===== config.mk =====
export PLATFORM = sky130hd
export DESIGN_NAME = page_read_path
export DESIGN_NICKNAME = d
export VERILOG_FILES = /design/src/rtl/page_read_path.v
export VERILOG_INCLUDE_DIRS = /design/src /design/src/rtl
export SDC_FILE = /design/constraint.sdc
export NUM_CORES = 1
export LEC_CHECK = 0
export ABC_AREA = 1
export BUFFER_PORTS_ARGS = -buffer_cell sky130_fd_sc_hd__clkbuf_2
export CORE_ASPECT_RATIO = 1.25
export CORE_MARGIN = 2
export CORE_UTILIZATION = 35
export CTS_BUF_LIST = sky130_fd_sc_hd__clkbuf_8
export DETAILED_ROUTE_END_ITERATION = 8
export GPL_TIMING_DRIVEN = 0
export HOLD_SLACK_MARGIN = 0.08
export SYNTH_ARGS = -nofsm -noshare
export SYNTH_HDL_FRONTEND = slang
export SYNTH_SLANG_ARGS = --single-unit

===== constraint.sdc =====
create_clock -name clk -period 9.53 [get_ports clk]
set_input_delay 0.953 -clock clk [delete_from_list [all_inputs] [get_ports clk]]
set_output_delay 0.953 -clock clk [all_outputs]
set_load 0.005 [all_outputs]

===== src/rtl/page_read_consts.vh =====
`ifndef PAGE_READ_CONSTS_VH
`define PAGE_READ_CONSTS_VH

// Register byte addresses on the APB side.
`define ADDR_CTRL 12'h000
`define ADDR_CMD 12'h004
`define ADDR_PAGE 12'h008
`define ADDR_DATA 12'h00C
`define ADDR_STATUS 12'h010
`define ADDR_MASK 12'h014

// Control register fields.
`define CTRL_DMA_MODE 0
`define CTRL_START 1

// Status register fields (sticky, write one to clear).
`define ST_WORD 0
`define ST_DONE 1
`define ST_BADCMD 2
`define ST_W 3

// Page geometry: 528 bytes, 132 words.
`define PAGE_WORDS 8'h84
`define LAST_WORD 8'h83
`define LAST_LANE 2'h3

// Last of the three page address bytes.
`define ADDR_LAST 2'h2
// Cycles to wait after the address before the ready line is trusted.
`define BUSY_SETTLE 4'h8

// The only read command the card path accepts.
`define CMD_READ 8'h00
`define CMD_FIELD_LO 8
`define CMD_FIELD_HI 15

`endif


===== src/rtl/page_read_path.v =====
`timescale 1ns/1ps
// Operation
// A 32-bit read-only register holds four consecutive card bytes.
// Incoming bytes gather in a four-byte buffer forming one word.
// First byte lands in the low lane, fourth in the high lane.
// Processor or DMA must read the data register for each word.
// One transaction reads the whole page; 132 reads drain it.
// A page read moves all 528 bytes including the spare area.
// Software writes command word xxxx00yy; upper half may carry an id.
// Only command code 00h is valid; 01h and 50h are refused.
// Software loads the page address before the read starts.
// The card cycle issues the command then the page address.
// Each assembled word raises an interrupt or a DMA request.
// The word stays put until read; only then are new bytes fetched.
`include "page_read_consts.vh"

module page_read_path (
  input wire clk, // 100 MHz clock
  input wire nrst, // asynchronous reset, active low
  input wire psel, // APB select
  input wire penable, // APB enable
  input wire pwrite, // APB direction
  input wire [11:0] paddr, // APB byte address
  input wire [31:0] pwdata, // APB write data
  output reg [31:0] prdata, // APB read data
  output reg pready, // APB ready
  output reg pslverr, // APB error on unmapped address
  output reg irq, // level interrupt
  output reg dma_req, // DMA request level, one word ready
  output reg card_cle, // card command latch enable
  output reg card_ale, // card address latch enable
  output reg card_we_n, // card write strobe, active low
  output reg card_re_n, // card read strobe, active low
  output reg [7:0] card_io_out, // card bus drive value
  output reg card_io_oe, // card bus driven by us
  input wire [7:0] card_io_in, // card bus sampled value
  input wire card_ready // card ready, high when not busy
);

  // One-hot sequencer states; SETTLE covers the busy line's rise time.
  localparam S_IDLE = 9'h001;
  localparam S_CMD = 9'h002;
  localparam S_ADDR = 9'h004;
  localparam S_SETTLE = 9'h008;
  localparam S_WAIT = 9'h010;
  localparam S_RDLO = 9'h020;
  localparam S_RDHI = 9'h040;
  localparam S_SAMP = 9'h080;
  localparam S_HOLD = 9'h100;

  //////////////////////////////////////////////////////////////////////
  // Reset release and pin synchronisers.

  reg rst_m;
  reg rst_s;
  reg [8:0] pin_m;
  reg [8:0] pin_s;
  // Bit 8 carries the ready line, bits 7:0 the card bus.

  // The reset goes out asynchronously and comes back in through two flops.
  always @(posedge clk or negedge nrst) begin
    if (!nrst) begin
      rst_m <= 1'b0;
      rst_s <= 1'b0;
    end else begin
      rst_m <= 1'b1;
      rst_s <= rst_m;
    end
  end

  // Card bus and busy line arrive from outside, so two flops first.
  // Only the second stage is read; the first may still be resolving.
  always @(posedge clk or negedge rst_s) begin
    if (!rst_s) begin
      pin_m <= 9'h000;
      pin_s <= 9'h000;
    end else begin
      pin_m <= {card_ready, card_io_in};
      pin_s <= pin_m;
    end
  end

  //////////////////////////////////////////////////////////////////////
  // Register file.
  // Map: control, command word, page address, data word, status, mask.
  // Status bits are sticky and cleared by writing ones; a set wins over a
  // clear in the same cycle so no event slips between read and clear.

  // Software-visible registers, then sequencer state.
  reg dma_mode;
  reg [31:0] media_command_word;
  reg [31:0] media_page_address;
  reg [31:0] page_read_data_word;
  reg [`ST_W-1:0] status;
  reg [`ST_W-1:0] mask;
  reg [8:0] state;
  reg [3:0] settle;
  reg [1:0] addr_idx;
  reg [1:0] lane;
  reg [7:0] words;
  reg [23:0] assemble;
  reg word_full;
  wire setup = psel && !penable;
  wire acc = psel && penable;
  wire wr = acc && pwrite;
  wire data_rd = acc && !pwrite && paddr == `ADDR_DATA;
  // Strobes count only in the cycle that completes the transfer, so a
  // master that stretches its access phase cannot start or finish twice.
  wire start = wr && pready && paddr == `ADDR_CTRL && pwdata[`CTRL_START];
  wire cmd_ok = media_command_word[`CMD_FIELD_HI:`CMD_FIELD_LO] == `CMD_READ;
  // Word event marks the edge at which the fourth byte lands.
  wire word_evt = state == S_SAMP && lane == `LAST_LANE;
  wire done_evt = data_rd && pready && word_full && words == `PAGE_WORDS;
  wire bad_evt = start && state == S_IDLE && !cmd_ok;
  wire [`ST_W-1:0] events = {bad_evt, done_evt, word_evt};
  wire mapped = paddr == `ADDR_CTRL || paddr == `ADDR_CMD || paddr == `ADDR_PAGE ||
    paddr == `ADDR_DATA || paddr == `ADDR_STATUS || paddr == `ADDR_MASK;
  reg [31:0] next_prdata;

  // Read mux; data register is read-only and writes to it are dropped.
  // Unmapped offsets read as zero and raise the error flag with ready.
  always @* begin
    case (paddr)
      `ADDR_CTRL: next_prdata = {31'h00000000, dma_mode};
      `ADDR_CMD: next_prdata = media_command_word;
      `ADDR_PAGE: next_prdata = media_page_address;
      `ADDR_DATA: next_prdata = page_read_data_word;
      `ADDR_STATUS: next_prdata = {29'h00000000, status};
      `ADDR_MASK: next_prdata = {29'h00000000, mask};
      default: next_prdata = 32'h00000000;
    endcase
  end

  // No wait state: ready rises in the first access cycle after setup.
  // Registering ready off the setup cycle costs no extra cycle and keeps every output a flop.
  always @(posedge clk or negedge rst_s) begin
    if (!rst_s) begin
      pready <= 1'b0;
      pslverr <= 1'b0;
      prdata <= 32'h00000000;
      dma_mode <= 1'b0;
      media_command_word <= 32'h00000000;
      media_page_address <= 32'h00000000;
      mask <= 3'h0;
      status <= 3'h0;
      irq <= 1'b0;
    end else begin
      pready <= setup;
      pslverr <= setup && !mapped;
      prdata <= setup && !pwrite ? next_prdata : 32'h00000000;
      if (wr && pready && paddr == `ADDR_CTRL)
        dma_mode <= pwdata[`CTRL_DMA_MODE];
      if (wr && pready && paddr == `ADDR_CMD)
        media_command_word <= pwdata;
      if (wr && pready && paddr == `ADDR_PAGE)
        media_page_address <= pwdata;
      if (wr && pready && paddr == `ADDR_MASK)
        mask <= pwdata[`ST_W-1:0];
      // Set beats clear so an event in the clearing cycle survives.
      if (wr && pready && paddr == `ADDR_STATUS)
        status <= (status & ~pwdata[`ST_W-1:0]) | events;
      else
        status <= status | events;
      // The level interrupt trails the status bits by one cycle.
      irq <= |(status & mask);
    end
  end

  //////////////////////////////////////////////////////////////////////
  // Card sequencer.

  // Command, three address bytes, then 528 byte reads packed into words.
  // A start while a page is in flight is ignored; software sees the page
  // through to its last word before it may ask for another.
  always @(posedge clk or negedge rst_s) begin
    if (!rst_s) begin
      state <= S_IDLE;
      card_cle <= 1'b0;
      card_ale <= 1'b0;
      card_we_n <= 1'b1;
      card_re_n <= 1'b1;
      card_io_out <= 8'h00;
      card_io_oe <= 1'b0;
      addr_idx <= 2'h0;
      settle <= 4'h0;
      lane <= 2'h0;
      words <= 8'h00;
      assemble <= 24'h000000;
      page_read_data_word <= 32'h00000000;
      word_full <= 1'b0;
      dma_req <= 1'b0;
    end else begin
      // Word consumed by a data read; this unblocks the next fetch.
      // Only a completed read counts, so a stretched access drains one word.
      if (data_rd && pready && word_full) begin
        word_full <= 1'b0;
        dma_req <= 1'b0;
      end
      case (state)
        S_IDLE: begin
          // Bad codes (01h, 50h, anything but 00h) never reach the card.
          if (start && cmd_ok) begin
            state <= S_CMD;
            card_cle <= 1'b1;
            card_io_oe <= 1'b1;
            card_io_out <= `CMD_READ;
            card_we_n <= 1'b0;
            words <= 8'h00;
            lane <= 2'h0;
            word_full <= 1'b0;
            dma_req <= 1'b0;
          end
        end
        S_CMD: begin
          // Rising write strobe latches the command, then address bytes.
          // Strobe pairs: low one cycle, high one cycle, bus steady across both.
          if (!card_we_n) begin
            card_we_n <= 1'b1;
          end else begin
            card_cle <= 1'b0;
            card_ale <= 1'b1;
            addr_idx <= 2'h0;
            card_io_out <= media_page_address[7:0];
            card_we_n <= 1'b0;
            state <= S_ADDR;
          end
        end
        S_ADDR: begin
          if (!card_we_n) begin
            card_we_n <= 1'b1;
          end else if (addr_idx == `ADDR_LAST) begin
            // The card needs a moment to pull its busy line, and our copy of it
            // lags by two flops; looking at it now would read a stale ready.
            card_ale <= 1'b0;
            card_io_oe <= 1'b0;
            settle <= `BUSY_SETTLE;
            state <= S_SETTLE;
          end else begin
            // Page address goes out low byte first, one strobe pair per byte.
            addr_idx <= addr_idx + 2'h1;
            card_io_out <= addr_idx == 2'h0 ? media_page_address[15:8] :
              media_page_address[23:16];
            card_we_n <= 1'b0;
          end
        end
        S_SETTLE: begin
          // Count down the settling time, then trust the ready line.
          if (settle == 4'h0)
            state <= S_WAIT;
          else
            settle <= settle - 4'h1;
        end
        S_WAIT: begin
          // The synchronised ready line lags the pin by two cycles.
          // An unread word blocks the next strobe, so no byte is ever lost.
          if (pin_s[8] && !word_full) begin
            card_re_n <= 1'b0;
            state <= S_RDLO;
          end
        end
        S_RDLO: begin
          // One cycle low is the shortest strobe that still leaves the card
          // time to drive the bus before we look at it.
          card_re_n <= 1'b1;
          state <= S_RDHI;
        end
        S_RDHI: begin
          // The byte is in the first flop now; wait one more edge for the second.
          state <= S_SAMP;
        end
        S_SAMP: begin
          // Byte sampled through the synchroniser; lane 0 is the first byte.
          lane <= lane + 2'h1;
          if (lane == `LAST_LANE) begin
            // Fourth byte goes straight to the top lane, skipping the buffer.
            page_read_data_word <= {pin_s[7:0], assemble};
            word_full <= 1'b1;
            dma_req <= dma_mode;
            words <= words + 8'h01;
            state <= words == `LAST_WORD ? S_HOLD : S_WAIT;
          end else begin
            case (lane)
              2'h0: assemble[7:0] <= pin_s[7:0];
              2'h1: assemble[15:8] <= pin_s[7:0];
              default: assemble[23:16] <= pin_s[7:0];
            endcase
            state <= S_WAIT;
          end
        end
        S_HOLD: begin
          // Last word waits for its read before another page may start.
          // Going idle early would let a new start clear an unread word.
          if (!word_full)
            state <= S_IDLE;
        end
        // A stray code falls back to idle rather than lock up.
        default: state <= S_IDLE;
      endcase
    end
  end

endmodule


# Word-level counts from Yosys, hierarchy flattened
# Cells that the tools add are included.
dict set report word_totals {
  ff_bits 222
  inputBits 58
  out_inout_bits 49
  word_cells 185
}
dict set report op_classes {
  n_addsub 4
  n_eq_ne 29
  n_mux 54
  n_bitwise 7
  reduce_logical 61
}
# operator n
set ops {}
lappend ops {{$pmux 32 s6} 1}
lappend ops {{$mux 9} 9}
lappend ops {{$pmux 9 s9} 1}
lappend ops {{$mux 8} 6}
lappend ops {{$mux 32} 1}
lappend ops {{$eq 12x4->1 const B} 2}
lappend ops {{$eq 12x5->1 const B} 2}
lappend ops {{$pmux 8 s3} 1}
lappend ops {{$logic_and 1x1->1} 22}
lappend ops {{$eq 8x8->1 const B} 2}
lappend ops {{$mux 1} 16}
lappend ops {{$ne 2x2->1 const B} 8}
lappend ops {{$pmux 8 s2} 1}
lappend ops {{$reduce_and 4->1} 4}
lappend ops {{$reduce_and 3->1} 5}
lappend ops {{$eq 12x3->1 const B} 1}
lappend ops {{$logic_not 12->1} 1}
lappend ops {{$mux 4} 3}
lappend ops {{$pmux 1 s2} 6}
lappend ops {{$reduce_bool 2->1} 6}
lappend ops {{$eq 9x1->1 const B} 1}
lappend ops {{$eq 9x2->1 const B} 1}
lappend ops {{$eq 9x3->1 const B} 1}
lappend ops {{$eq 9x4->1 const B} 1}
lappend ops {{31 further kinds} 53}

# Logic depth before layout (Yosys ltp)
# Gate-level depths: netlist (run 1).
dict set report depth {
  depth_word 9
  depth_mapped 13
}

# Least setup slack after synthesis (run 1)
# OpenSTA, ideal clock, no wires.
dict set report synth_timing {
  path_type {input-to-reg}
  start {input port paddr[11]}
  end {register card_io_out[0]}
  setup_time_ps 113
  arrival_ps 2167
  required_time_ps 9417
  setup_slack_ps 7250
  cell_stages 10
  cell_sequence {nor2_1 nand2_1 nor2_1 buf_2 nand4_1 o21bai_1 buf_2 nand4_1 nand2_1 inv_1}
}
dict set report synth_via {
  elab_chain_cells 6
}
# element line
set synth_lines {}
lappend synth_lines {{from (decl)} page_read_path.v:23} ;# input wire [11:0] paddr,
lappend synth_lines {{$logic_not 12->1} --}
lappend synth_lines {{$logic_and 1x1->1 (no line)} --}
lappend synth_lines {{$logic_and 1x1->1} page_read_path.v:109} ;# wire start = wr && pready && paddr == `ADDR_CTRL && pwdata[`CTRL_START];
lappend synth_lines {{$logic_and 1x1->1} page_read_path.v:202} ;# if (start && cmd_ok) begin
lappend synth_lines {{$ne 2x1->1 (no line)} --}
lappend synth_lines {{$reduce_and 5->1 (no line)} --}
lappend synth_lines {{to (signal assigned)} page_read_path.v:206} ;# card_io_out <= `CMD_READ;
lappend synth_lines {{to (signal assigned)} page_read_path.v:223} ;# card_io_out <= media_page_address[7:0];
lappend synth_lines {{to (signal assigned)} page_read_path.v:241} ;# card_io_out <= addr_idx == 2'h0 ? media_page_address[15:8] :
lappend synth_lines {{to (decl)} page_read_path.v:34} ;# output reg [7:0] card_io_out,
# Every way passes these cells.
# A chain may end at the register's enable or synchronous reset.

# Final worst setup path (run 1)
dict set report layout_timing {
  start {input port paddr[0]}
  end {register media_command_word[1]}
}
dict set report layout_via {
  elab_chain_cells 2
}
# element line
set layout_lines {}
lappend layout_lines {{$eq 12x3->1} --}
lappend layout_lines {{$logic_and 1x1->1 (no line)} --}
lappend layout_lines {{to (signal assigned)} page_read_path.v:154} ;# media_command_word <= pwdata;
lappend layout_lines {{to (decl)} page_read_path.v:91} ;# reg [31:0] media_command_word;
# Every way passes these cells.

==> results.ini, run 1 <==
[layout]
drive_above_1_share = 0.163
final_common_cell = nand2_1
nets = 1360
num_antenna_cells = 0
layout_common_cells = nand2_1, dfrtp_1, inv_1
areaGrowthSynthToFinish_pct = 18.2

[detailed_routing]
antenna_left = 0
wl_um = 26200
drtPass1Iterations = 5
drc = 0
num_vias = 7989
wl_per_cell_um = 15.7
drtIter0Drc = 422
via_per_inst = 4.78

[sta]
rsz0062_at_grt = false
fmax_mhz = 386
finalHoldViolCount = 0
period_share = 0.272
fin_crit_ns = 2.59
worstMarginPinSlew_ns = 0.713
fin_skew_ns = 0.0173
relSlewSlack = 0.524
setup_viol = 0
slew_viol_final = 0
setup_slack_ns = 6.94
tns_ns = 0

[synth]
ys_ff_latch = 222
syn_nets = 1210
ys_seq_area_frac = 0.566
yosys.area.top_type_share = 0.558
synthDistinctLibCells = 43
synth_compound_area_frac = 0.105
yosys.area_share.simple = 0.219
yosys-top-cells-area = dfrtp_1, nand2_1, inv_1
synth_fa_ha_area_frac = 0.0127
synthMuxAreaShare = 0
yosysTopAreaCell = dfrtp_1
syn_inst = 1142
yosys_warnings = 0
syn_avg_cell_area_um2 = 8.60
synth-xor-area-share = 0.00357
synth_top_family_by_area = simple AND/OR/NAND/NOR gates
post_synth_instance_area_um2 = 9820

[clocking]
clock-sinks = 222
holdBufCountCts = 0
clk_latency_ns = 0.54
clockBufferDepth = 3
clk_pin_slew_ns = 0.06
cts_max_level = 2
root_buffer = clkbuf_8
ctsResizeCount = 0
cts_tree = built
numCtsBuffers = 40
cts_setup_buffers = 0

[grt]
top_usage_layer = met2
grt_util_met3 = 0.0320
track_usage = 0.183
grt_pass1_vias = 7993
grt_overflow_total = 0
grt.met2_usage = 0.326
grt_pass1_wl_um = 42300
grt_use_met1 = 0.224
grt_start_max_net_pins = 66
antenna_found_initial = 0

[die]
die_w_um = 154
dieArea_um2 = 29400
io_pins = 107
fp.dieH_um = 191
start_util = 0.355
row_count = 68
core_um2 = 27700

[power_and_ir_drop]
peakVddDrop_uv = 88.9
power.leakage_nw = 6.19
p_per_area_nw_per_um2 = 195

[critical_path]
cp-start-kind = input pin
critPathKind = input pin to flip-flop
cp_data_arrival_time_ns = 2.98
r2r_setup_slack_ns = 7.43
end_kind = flip-flop
critPathMaxFanout = 10
critPathRequiredTime_ns = 9.92

[placement]
portBuffers = 105
place_congestion = 0.800
hpwlAfterDp_um = 19200
pre_cts_slack_ns = 6.36

[run_status]
status = finished, final reports clean

[worst_hold_path]
hold_path.class = input pin to async pin

[job]
cap_violations = 0

-- worst max-delay path, stage by stage --
cell      delay, ns
clkbuf_2       0.07
inv_1          0.03
nand2_1        0.12
inv_1          0.05
nand2_1        0.13
nor2_1         0.07
nand2_2        0.20
clkinv_1       0.30
nand2_1        0.39
clkbuf_1       0.49
o21ai_0        0.17
-- area by class of cell --
type                            instances  area (um2)
Clock buffer                           46         633
Clock inverter                         24         103
Sequential cell                       222        5560
Buffer                                 41         210
Tap cell                              350         438
Inverter                              188         711
Multi-Input combinational cell        691        3340
Timing Repair Buffer                  108         608
Fill cell                            2811       16000
-- cell families after synthesis --
logic type	after synthesis
AO/OA/AOI/OAI	183
AND/OR/NAND/NOR	493
other	1
adder cells (fa/ha/maj)	10
XOR/XNOR	4
flip-flops	222
buffers and inverters	229
-- Yosys cell counts (all sizes together) --
cell type / n
inv: 187
conb: 1
o21ai: 148
nor3: 5
o21a: 10
nand3b: 3
nor4: 1
nand3: 40
clkbuf: 21
dfrtp: 219
clkinv: 1
o211ai: 2
a211oi: 1
o21bai: 2
and3b: 1
xor2: 4
buf: 20
o221ai: 16
ha: 10
or2: 3
nand2: 348
dfstp: 3
nand4: 36
a21oi: 4
nor2: 56
-- routing by layer --
metal | routed length, um | share of wire
met4 | 670 | 0.026
met5 | 0 | 0
met2 | 13500 | 0.52
met1 | 10800 | 0.41
met3 | 1170 | 0.045
-- state kept, by name (all words and copies together) (netlist names), 4 cells and up --
signal	cells
card_io_out	8
page_read_data_word	32
state	9
media_page_address	32
settle	4
prdata	32
assemble	24
pin_m	9
pin_s	9
words	8
media_command_word	32
-- power by group --
part	total [W]	internal, W	switching, W
Clock	0.000826	0.000438	0.000388
Sequential	0.00103	0.000996	0.0000363
Combinational	0.000406	0.000139	0.000267
Total	0.00226	0.00157	0.000692
-- stage by stage --
stage	hold slack [ns]	utilization	total power [W]	std cells	cell area (um2)
finish	0.185	0.420	0.00226	1670	11600
CTS	0.155	0.420	0.00230	1670	11600
global placement	0.333	0.390	0.00145	1597	10800
floorplan	0.331	-	0.00133	1142	9820
detailed placement	0.336	0.393	0.00146	1600	10900
global route	0.165	0.420	0.00240	1670	11600
-- worst paths after layout --
kind | startpoint | cells after the start | to
max in group asynchronous | rst_s | 2 | card_re_n
min | nrst | 1 | rst_s
min in group clk | pin_m[8] | 0 | pin_s[8]
max | paddr[0] | 11 | media_command_word[1]
min reg2reg | pin_m[8] | 0 | pin_s[8]
max reg2reg | state[2] | 8 | page_read_data_word[19]
No activity file was read; power rests on OpenSTA's default activity.
==> run 2: changes to the inputs <==
clock period = 2.6 ns   (was 9.53 ns; I/O delays follow)
==> results.ini, run 2 (same netlist as run 1, synthesis figures left out) <==
[placement]
hpwlAfterDp_um = 19000  ; -0.73%
portBuffers = 105  ; unchanged
pre_cts_slack_ns = 0.0824  ; -6.28 ns
place_congestion = 0.798  ; -0.15%

[detailed_routing]
antenna_left = 0  ; unchanged
top_layer = met4
dr_wl_met3_um = 1290  ; +10%
m1WireLength_um = 10900  ; +1.1%
drtPass1Iterations = 7  ; +2
num_vias = 8097  ; +1.4%
drc = 0  ; unchanged
drtIter0Drc = 457  ; +8.3%
wl_per_cell_um = 15.3  ; -2.4%
wl_um = 26300  ; +0.32%
wl_met2_um = 13100  ; -3.1%
via_per_inst = 4.72  ; -1.4%

[sta]
fmax_mhz = 466
setup_viol = 0  ; unchanged
rsz0062_at_grt = false
tns_ns = 0  ; unchanged
period_share = 0.825
fin_crit_ns = 2.15
slew_viol_final = 0  ; unchanged
finalHoldViolCount = 0  ; unchanged
hold_ws_ns = 0.214  ; +0.0291 ns
relSlewSlack = 0.553  ; +0.0285
setup_slack_ns = 0.454  ; -6.49 ns
worstMarginPinSlew_ns = 0.671  ; -0.0428 ns
fin_skew_ns = 0.0274  ; +0.0101 ns

[clocking]
cts_setup_buffers = 0  ; unchanged
clock-sinks = 222  ; unchanged
cts_tree = built
clk_pin_slew_ns = 0.06  ; about the same
clk_latency_ns = 0.56  ; +0.02 ns
root_buffer = clkbuf_8
ctsResizeCount = 0  ; unchanged
clockBufferDepth = 3  ; unchanged
holdBufCountCts = 47  ; +47
numCtsBuffers = 39  ; -2.5%
cts_max_level = 2  ; unchanged

[power_and_ir_drop]
peakVddDrop_uv = 329  ; +270%
p_per_area_nw_per_um2 = 712  ; +270%
power.leakage_nw = 6.42  ; +3.7%
p_total_w = 0.00867  ; +280%

[die]
start_util = 0.355  ; unchanged
core_um2 = 27700  ; unchanged
io_pins = 107  ; unchanged
dieArea_um2 = 29400  ; unchanged
fp.dieH_um = 191  ; unchanged
die_w_um = 154  ; unchanged
row_count = 68  ; unchanged

[critical_path]
cp-start-kind = flip-flop
critPathKind = flip-flop to flip-flop
cp_data_arrival_time_ns = 2.55  ; -0.43 ns
critPathRequiredTime_ns = 3.00  ; -6.92 ns
crit_path_cell_trace = nor2_4 -> nand2_4 -> nor3_4 -> inv_4 -> nor2_4 -> buf_4 -> buf_4 -> o21ai_0
critPathMaxFanout = 10  ; unchanged
slowest_delay_ns = 0.44  ; -0.05 ns
slowest_stage = dfrtp_1
end_kind = flip-flop

[grt]
grt_pass1_wl_um = 42400  ; +0.13%
grt_pass1_vias = 8072  ; +0.99%
track_usage = 0.183  ; +0.000745
grt_start_max_net_pins = 71  ; +7.6%
grt_overflow_total = 0  ; unchanged
antenna_found_initial = 0  ; unchanged

[layout]
layout_common_cells = nand2_1, dfrtp_1, inv_1
areaGrowthSynthToFinish_pct = 23.9
final_common_cell = nand2_1
num_antenna_cells = 0  ; unchanged
drive_above_1_share = 0.160  ; -0.00256
nets = 1406  ; +3.4%

[worst_hold_path]
hold_path.class = input pin to flip-flop

[run_status]
status = finished, final reports clean

[job]
cap_violations = 0  ; unchanged

[run 2: cell count changes in the layout (fill, tap and decap cells not counted)]
| cell | previous run | this run |
|---|---|---|
| dlygate4sd3_1 | 0 | 47 |
| clkbuf_8 | 46 | 48 |
| inv_8 | 0 | 1 |
| clkinvlp_4 | 2 | 0 |
| clkinv_8 | 0 | 2 |
| clkinv_2 | 4 | 3 |
| bufinv_16 | 0 | 2 |
| inv_1 | 200 | 195 |
[run 2: per-layer routing]
| metal | up-vias | track usage |
|---|---|---|
| met4 | 0 | 0.0740 |
| met5 | - | 0 |
| met3 | 68 | 0.0329 |
| li1 | 3999 | - |
| met2 | 215 | 0.321 |
| met1 | 3815 | 0.225 |
[run 2: through the flow]
step	area [um2]	utilization	instances
floorplan	9830	-	1142
global placement	10800	0.390	1597
detailed placement	10900	0.393	1600
CTS	12200	0.440	1716
global route	12200	0.440	1716
finish	12200	0.440	1716
[run 2: area by class of cell]
type                            instances  area (um2)
Clock inverter                         21         168
Clock buffer                           48         661
Timing Repair Buffer                  155        1080
Tap cell                              350         438
Buffer                                 41         210
Multi-Input combinational cell        691        3340
Fill cell                            2762       15500
Sequential cell                       222        5560
Inverter                              188         711
[run 2: critical path: cells and delay by family, from the launching register on]
| family | cells | cell delay [ns] |
|---|---|---|
| flip-flops | 1 | 0.44 |
| AND/OR/NAND/NOR | 4 | 0.89 |
| buffers and inverters | 3 | 0.55 |
| AO/OA/AOI/OAI | 1 | 0.11 |
[run 2: final timing paths]
path,start,to,slack [ns],cells past startpoint
worst max-delay path,state[2],page_read_data_word[17],0.45,8
worst min-delay path,paddr[2],dma_mode,0.21,6
worst max register to register,state[2],page_read_data_word[17],0.45,8
worst min register to register,pin_m[3],pin_s[3],0.34,0
max in group asynchronous,rst_s,card_re_n,1.13,2
min in group asynchronous,rst_s,prdata[29],0.36,0
[run 2: power by group]
group	internal, W	switching [W]	leakage [nW]
registers	0.00365	0.000131	2.88
logic	0.000554	0.000979	3.06
clock network	0.00189	0.00147	0.474
total	0.00609	0.00258	6.42
==> run 3: changes to the inputs <==
ABC_AREA = 0   (was 1)
clock period = 2 ns   (was 2.6 ns; I/O delays follow)
==> results.ini, run 3 <==
[clocking]
clk_pin_slew_ns = 0.06  ; about the same
clk_latency_ns = 0.54  ; -0.02 ns
cts_tree = built
cts_max_level = 2  ; unchanged
root_buffer = clkbuf_8
numCtsBuffers = 39  ; unchanged
clock-sinks = 222  ; unchanged
clockBufferDepth = 3  ; unchanged

[layout]
seq_area_um2 = 5570  ; about the same
final_area_um2 = 12500  ; +2.4%
fillerInstances = 2334  ; -15%
layout_common_cells = dfrtp_1, clkbuf_2, mux2_2
multiInputGateArea_um2 = 3970  ; +19%
final_common_cell = dfrtp_1
areaGrowthSynthToFinish_pct = 35.1
fin_util = 0.479  ; +0.0391
nets = 992  ; -29%
drive_above_1_share = 0.420  ; +0.260
num_antenna_cells = 0  ; unchanged

[synth]
synthArstFlopShare = 1.00  ; unchanged
syn_avg_cell_area_um2 = 13.1  ; +53%
synth_edf_count = 0  ; unchanged
ys_ff_latch = 222  ; unchanged
synthDistinctLibCells = 56  ; +30%
synth_ff_type = dfrtp_1
syn_inst = 703  ; -38%
syn_nets = 771  ; -36%
yosys-top-cells-area = dfrtp_1, mux2_2, a222oi_1
yosysMostFrequentCell = dfrtp_1
synthTopCellsByCount = dfrtp_1, mux2_2, nor2_1, a222oi_1, nand2_1
yosysTopAreaCell = dfrtp_1
yosys.area.top_type_share = 0.594  ; +0.0358
post_synth_instance_area_um2 = 9230  ; -6.0%
yosys_warnings = 0  ; unchanged
ys_seq_area_frac = 0.602  ; +0.0364

[detailed_routing]
antenna_left = 0  ; unchanged
via_per_inst = 5.23  ; +11%
drtIter0Drc = 326  ; -29%
wl_per_cell_um = 20.0  ; +31%
wl_um = 25800  ; -1.7%
drtPass1Iterations = 9  ; +2
drc = 0  ; unchanged
num_vias = 6741  ; -17%

[sta]
fin_skew_ns = 0.0168  ; -0.0106 ns
setup_viol = 89  ; +89
slew_viol_final = 0  ; unchanged
relSlewSlack = 0.553  ; about the same
worstMarginPinSlew_ns = 0.671  ; +0.000292 ns
fin_crit_ns = 2.64  ; +0.497 ns
hold_ws_ns = 0.163  ; -0.0511 ns
finalHoldViolCount = 0  ; unchanged
period_share = 1.32  ; +0.496
tns_ns = -37.81  ; -37.81 ns
setup_slack_ns = -0.643  ; -1.10 ns
rsz0062_at_grt = true
fmax_mhz = 378  ; -19%

[worst_hold_path]
hold_depth = 5  ; -1
hold_path.class = input pin to flip-flop

[die]
io_pins = 107  ; unchanged
core_um2 = 26000  ; -5.9%
row_count = 66  ; -2.9%
die_w_um = 149  ; -3.0%
start_util = 0.355  ; -0.000412
dieArea_um2 = 27700  ; -5.9%
fp.dieH_um = 186  ; -3.0%

[grt]
grt_overflow_total = 0  ; unchanged
track_usage = 0.189  ; +0.00611
antenna_found_initial = 0  ; unchanged
grt_start_max_net_pins = 68  ; -4.2%
grt_pass1_vias = 7123  ; -12%
grt_pass1_wl_um = 40100  ; -5.4%

[power_and_ir_drop]
p_per_area_nw_per_um2 = 698  ; -2.0%
peakVddDrop_uv = 518  ; +57%
p_total_w = 0.00870  ; +0.35%
power.leakage_nw = 5.97  ; -7.0%

[critical_path]
critPathRequiredTime_ns = 2.42  ; -0.58 ns
critPathMaxFanout = 5  ; -5
slowest_delay_ns = 0.55  ; +0.11 ns
ff2ff_path_depth = 7  ; -1
cp_top_family = simple AND/OR/NAND/NOR gates
critPathKind = flip-flop to flip-flop
crit_path_cell_trace = buf_6 -> or4_4 -> or4_4 -> nor4_4 -> buf_6 -> a2bb2oi_4 -> mux2_4
cp_data_arrival_time_ns = 3.06  ; +0.51 ns
slowest_stage = or4_4
end_kind = flip-flop
crit_cells = 7  ; -1
path_buf_inv = 2  ; -1
cp-start-kind = flip-flop

[placement]
hpwlAfterDp_um = 17200  ; -9.6%
place_congestion = 0.859  ; +7.5%
portBuffers = 105  ; unchanged
place_area_um2 = 10500  ; -3.8%

[job]
cap_violations = 0  ; unchanged

[run_status]
status = finished with violations
violations = negative setup slack

[run 3: cell count changes after synthesis, sizes merged, moves of 10 or more]
cell / previous run / this run
nand2: 348 / 26
inv: 187 / 19
mux2: 0 / 135
o21ai: 148 / 16
a222oi: 0 / 30
nand4: 36 / 7
nand3: 40 / 12
o221ai: 16 / 0
or3: 0 / 13
nor2: 56 / 45
a21oi: 4 / 14
[run 3: repair_timing]
item | in CTS | in global routing
pin swaps | 9 | 11
hold buffers | 47 | 0
gates cloned | 4 | 0
endpoints found under the hold margin | 85 | 0
endpoints found under the setup margin | 101 | 143
gates resized for setup | 110 | 31
setup buffers | 18 | 10
[run 3: kinds of logic (layout without fill, tap and decap cells)]
| family | count (synthesis) | in the layout | synth area share |
|---|---|---|---|
| buf+inv | 57 | 302 | 0.0251 |
| compound gates | 102 | 103 | 0.0877 |
| fa+ha+maj | 10 | 10 | 0.0136 |
| flops | 222 | 222 | 0.602 |
| other cells | 1 | 1 | 0.000406 |
| xor+xnor | 2 | 2 | 0.00190 |
| mux | 144 | 144 | 0.174 |
| simple gates | 165 | 165 | 0.0947 |
[run 3: where the power goes]
part           internal (W)  switching (W)  total [W]
clock               0.00204        0.00182    0.00385
sequential          0.00452      0.0000342    0.00455
combinational      0.000137       0.000161   0.000298
[run 3: worst paths after layout]
check | start | end | slack, ns
min in group asynchronous | rst_s | prdata[3] | 0.27
worst min register to register | rst_s | prdata[3] | 0.27
worst max register to register | state[1] | card_io_out[4] | -0.64
worst max-delay path | state[1] | card_io_out[4] | -0.64
max in group asynchronous | rst_s | card_re_n | 0.39
worst min-delay path | penable | status[1] | 0.16
[run 3: tightest hold or removal path, stage by stage]
cell	delay (ns)
clkbuf_2	0.11
nand3_1	0.10
nor2_1	0.04
nand3_1	0.10
o21ai_0	0.09
[run 3: metrics by stage]
step                      setup WS [ns]  cells
final                            -0.643   1289
after detailed placement          -1.06   1151
after global placement            -1.10   1148
after global routing             -0.682   1289
after floorplan                  -0.627    703
after CTS                        -0.652   1282
[run 3: area by class of cell]
class	count	area share
sequential	222	0.447
multi-input combinational	425	0.318
timing repair buffer	183	0.116
clock buffer	45	0.0497
tap	340	0.0341
buffer	34	0.0226
clock inverter	21	0.00743
inverter	19	0.00572
[run 3: layer usage]
metal / vias up / part of all wire / global-route usage
met2: 196 / 0.49 / 0.317
li1: 3049 / - / -
met1: 3435 / 0.42 / 0.239
met4: 0 / 0.039 / 0.0819
met5: - / 0 / 0
met3: 61 / 0.048 / 0.0375
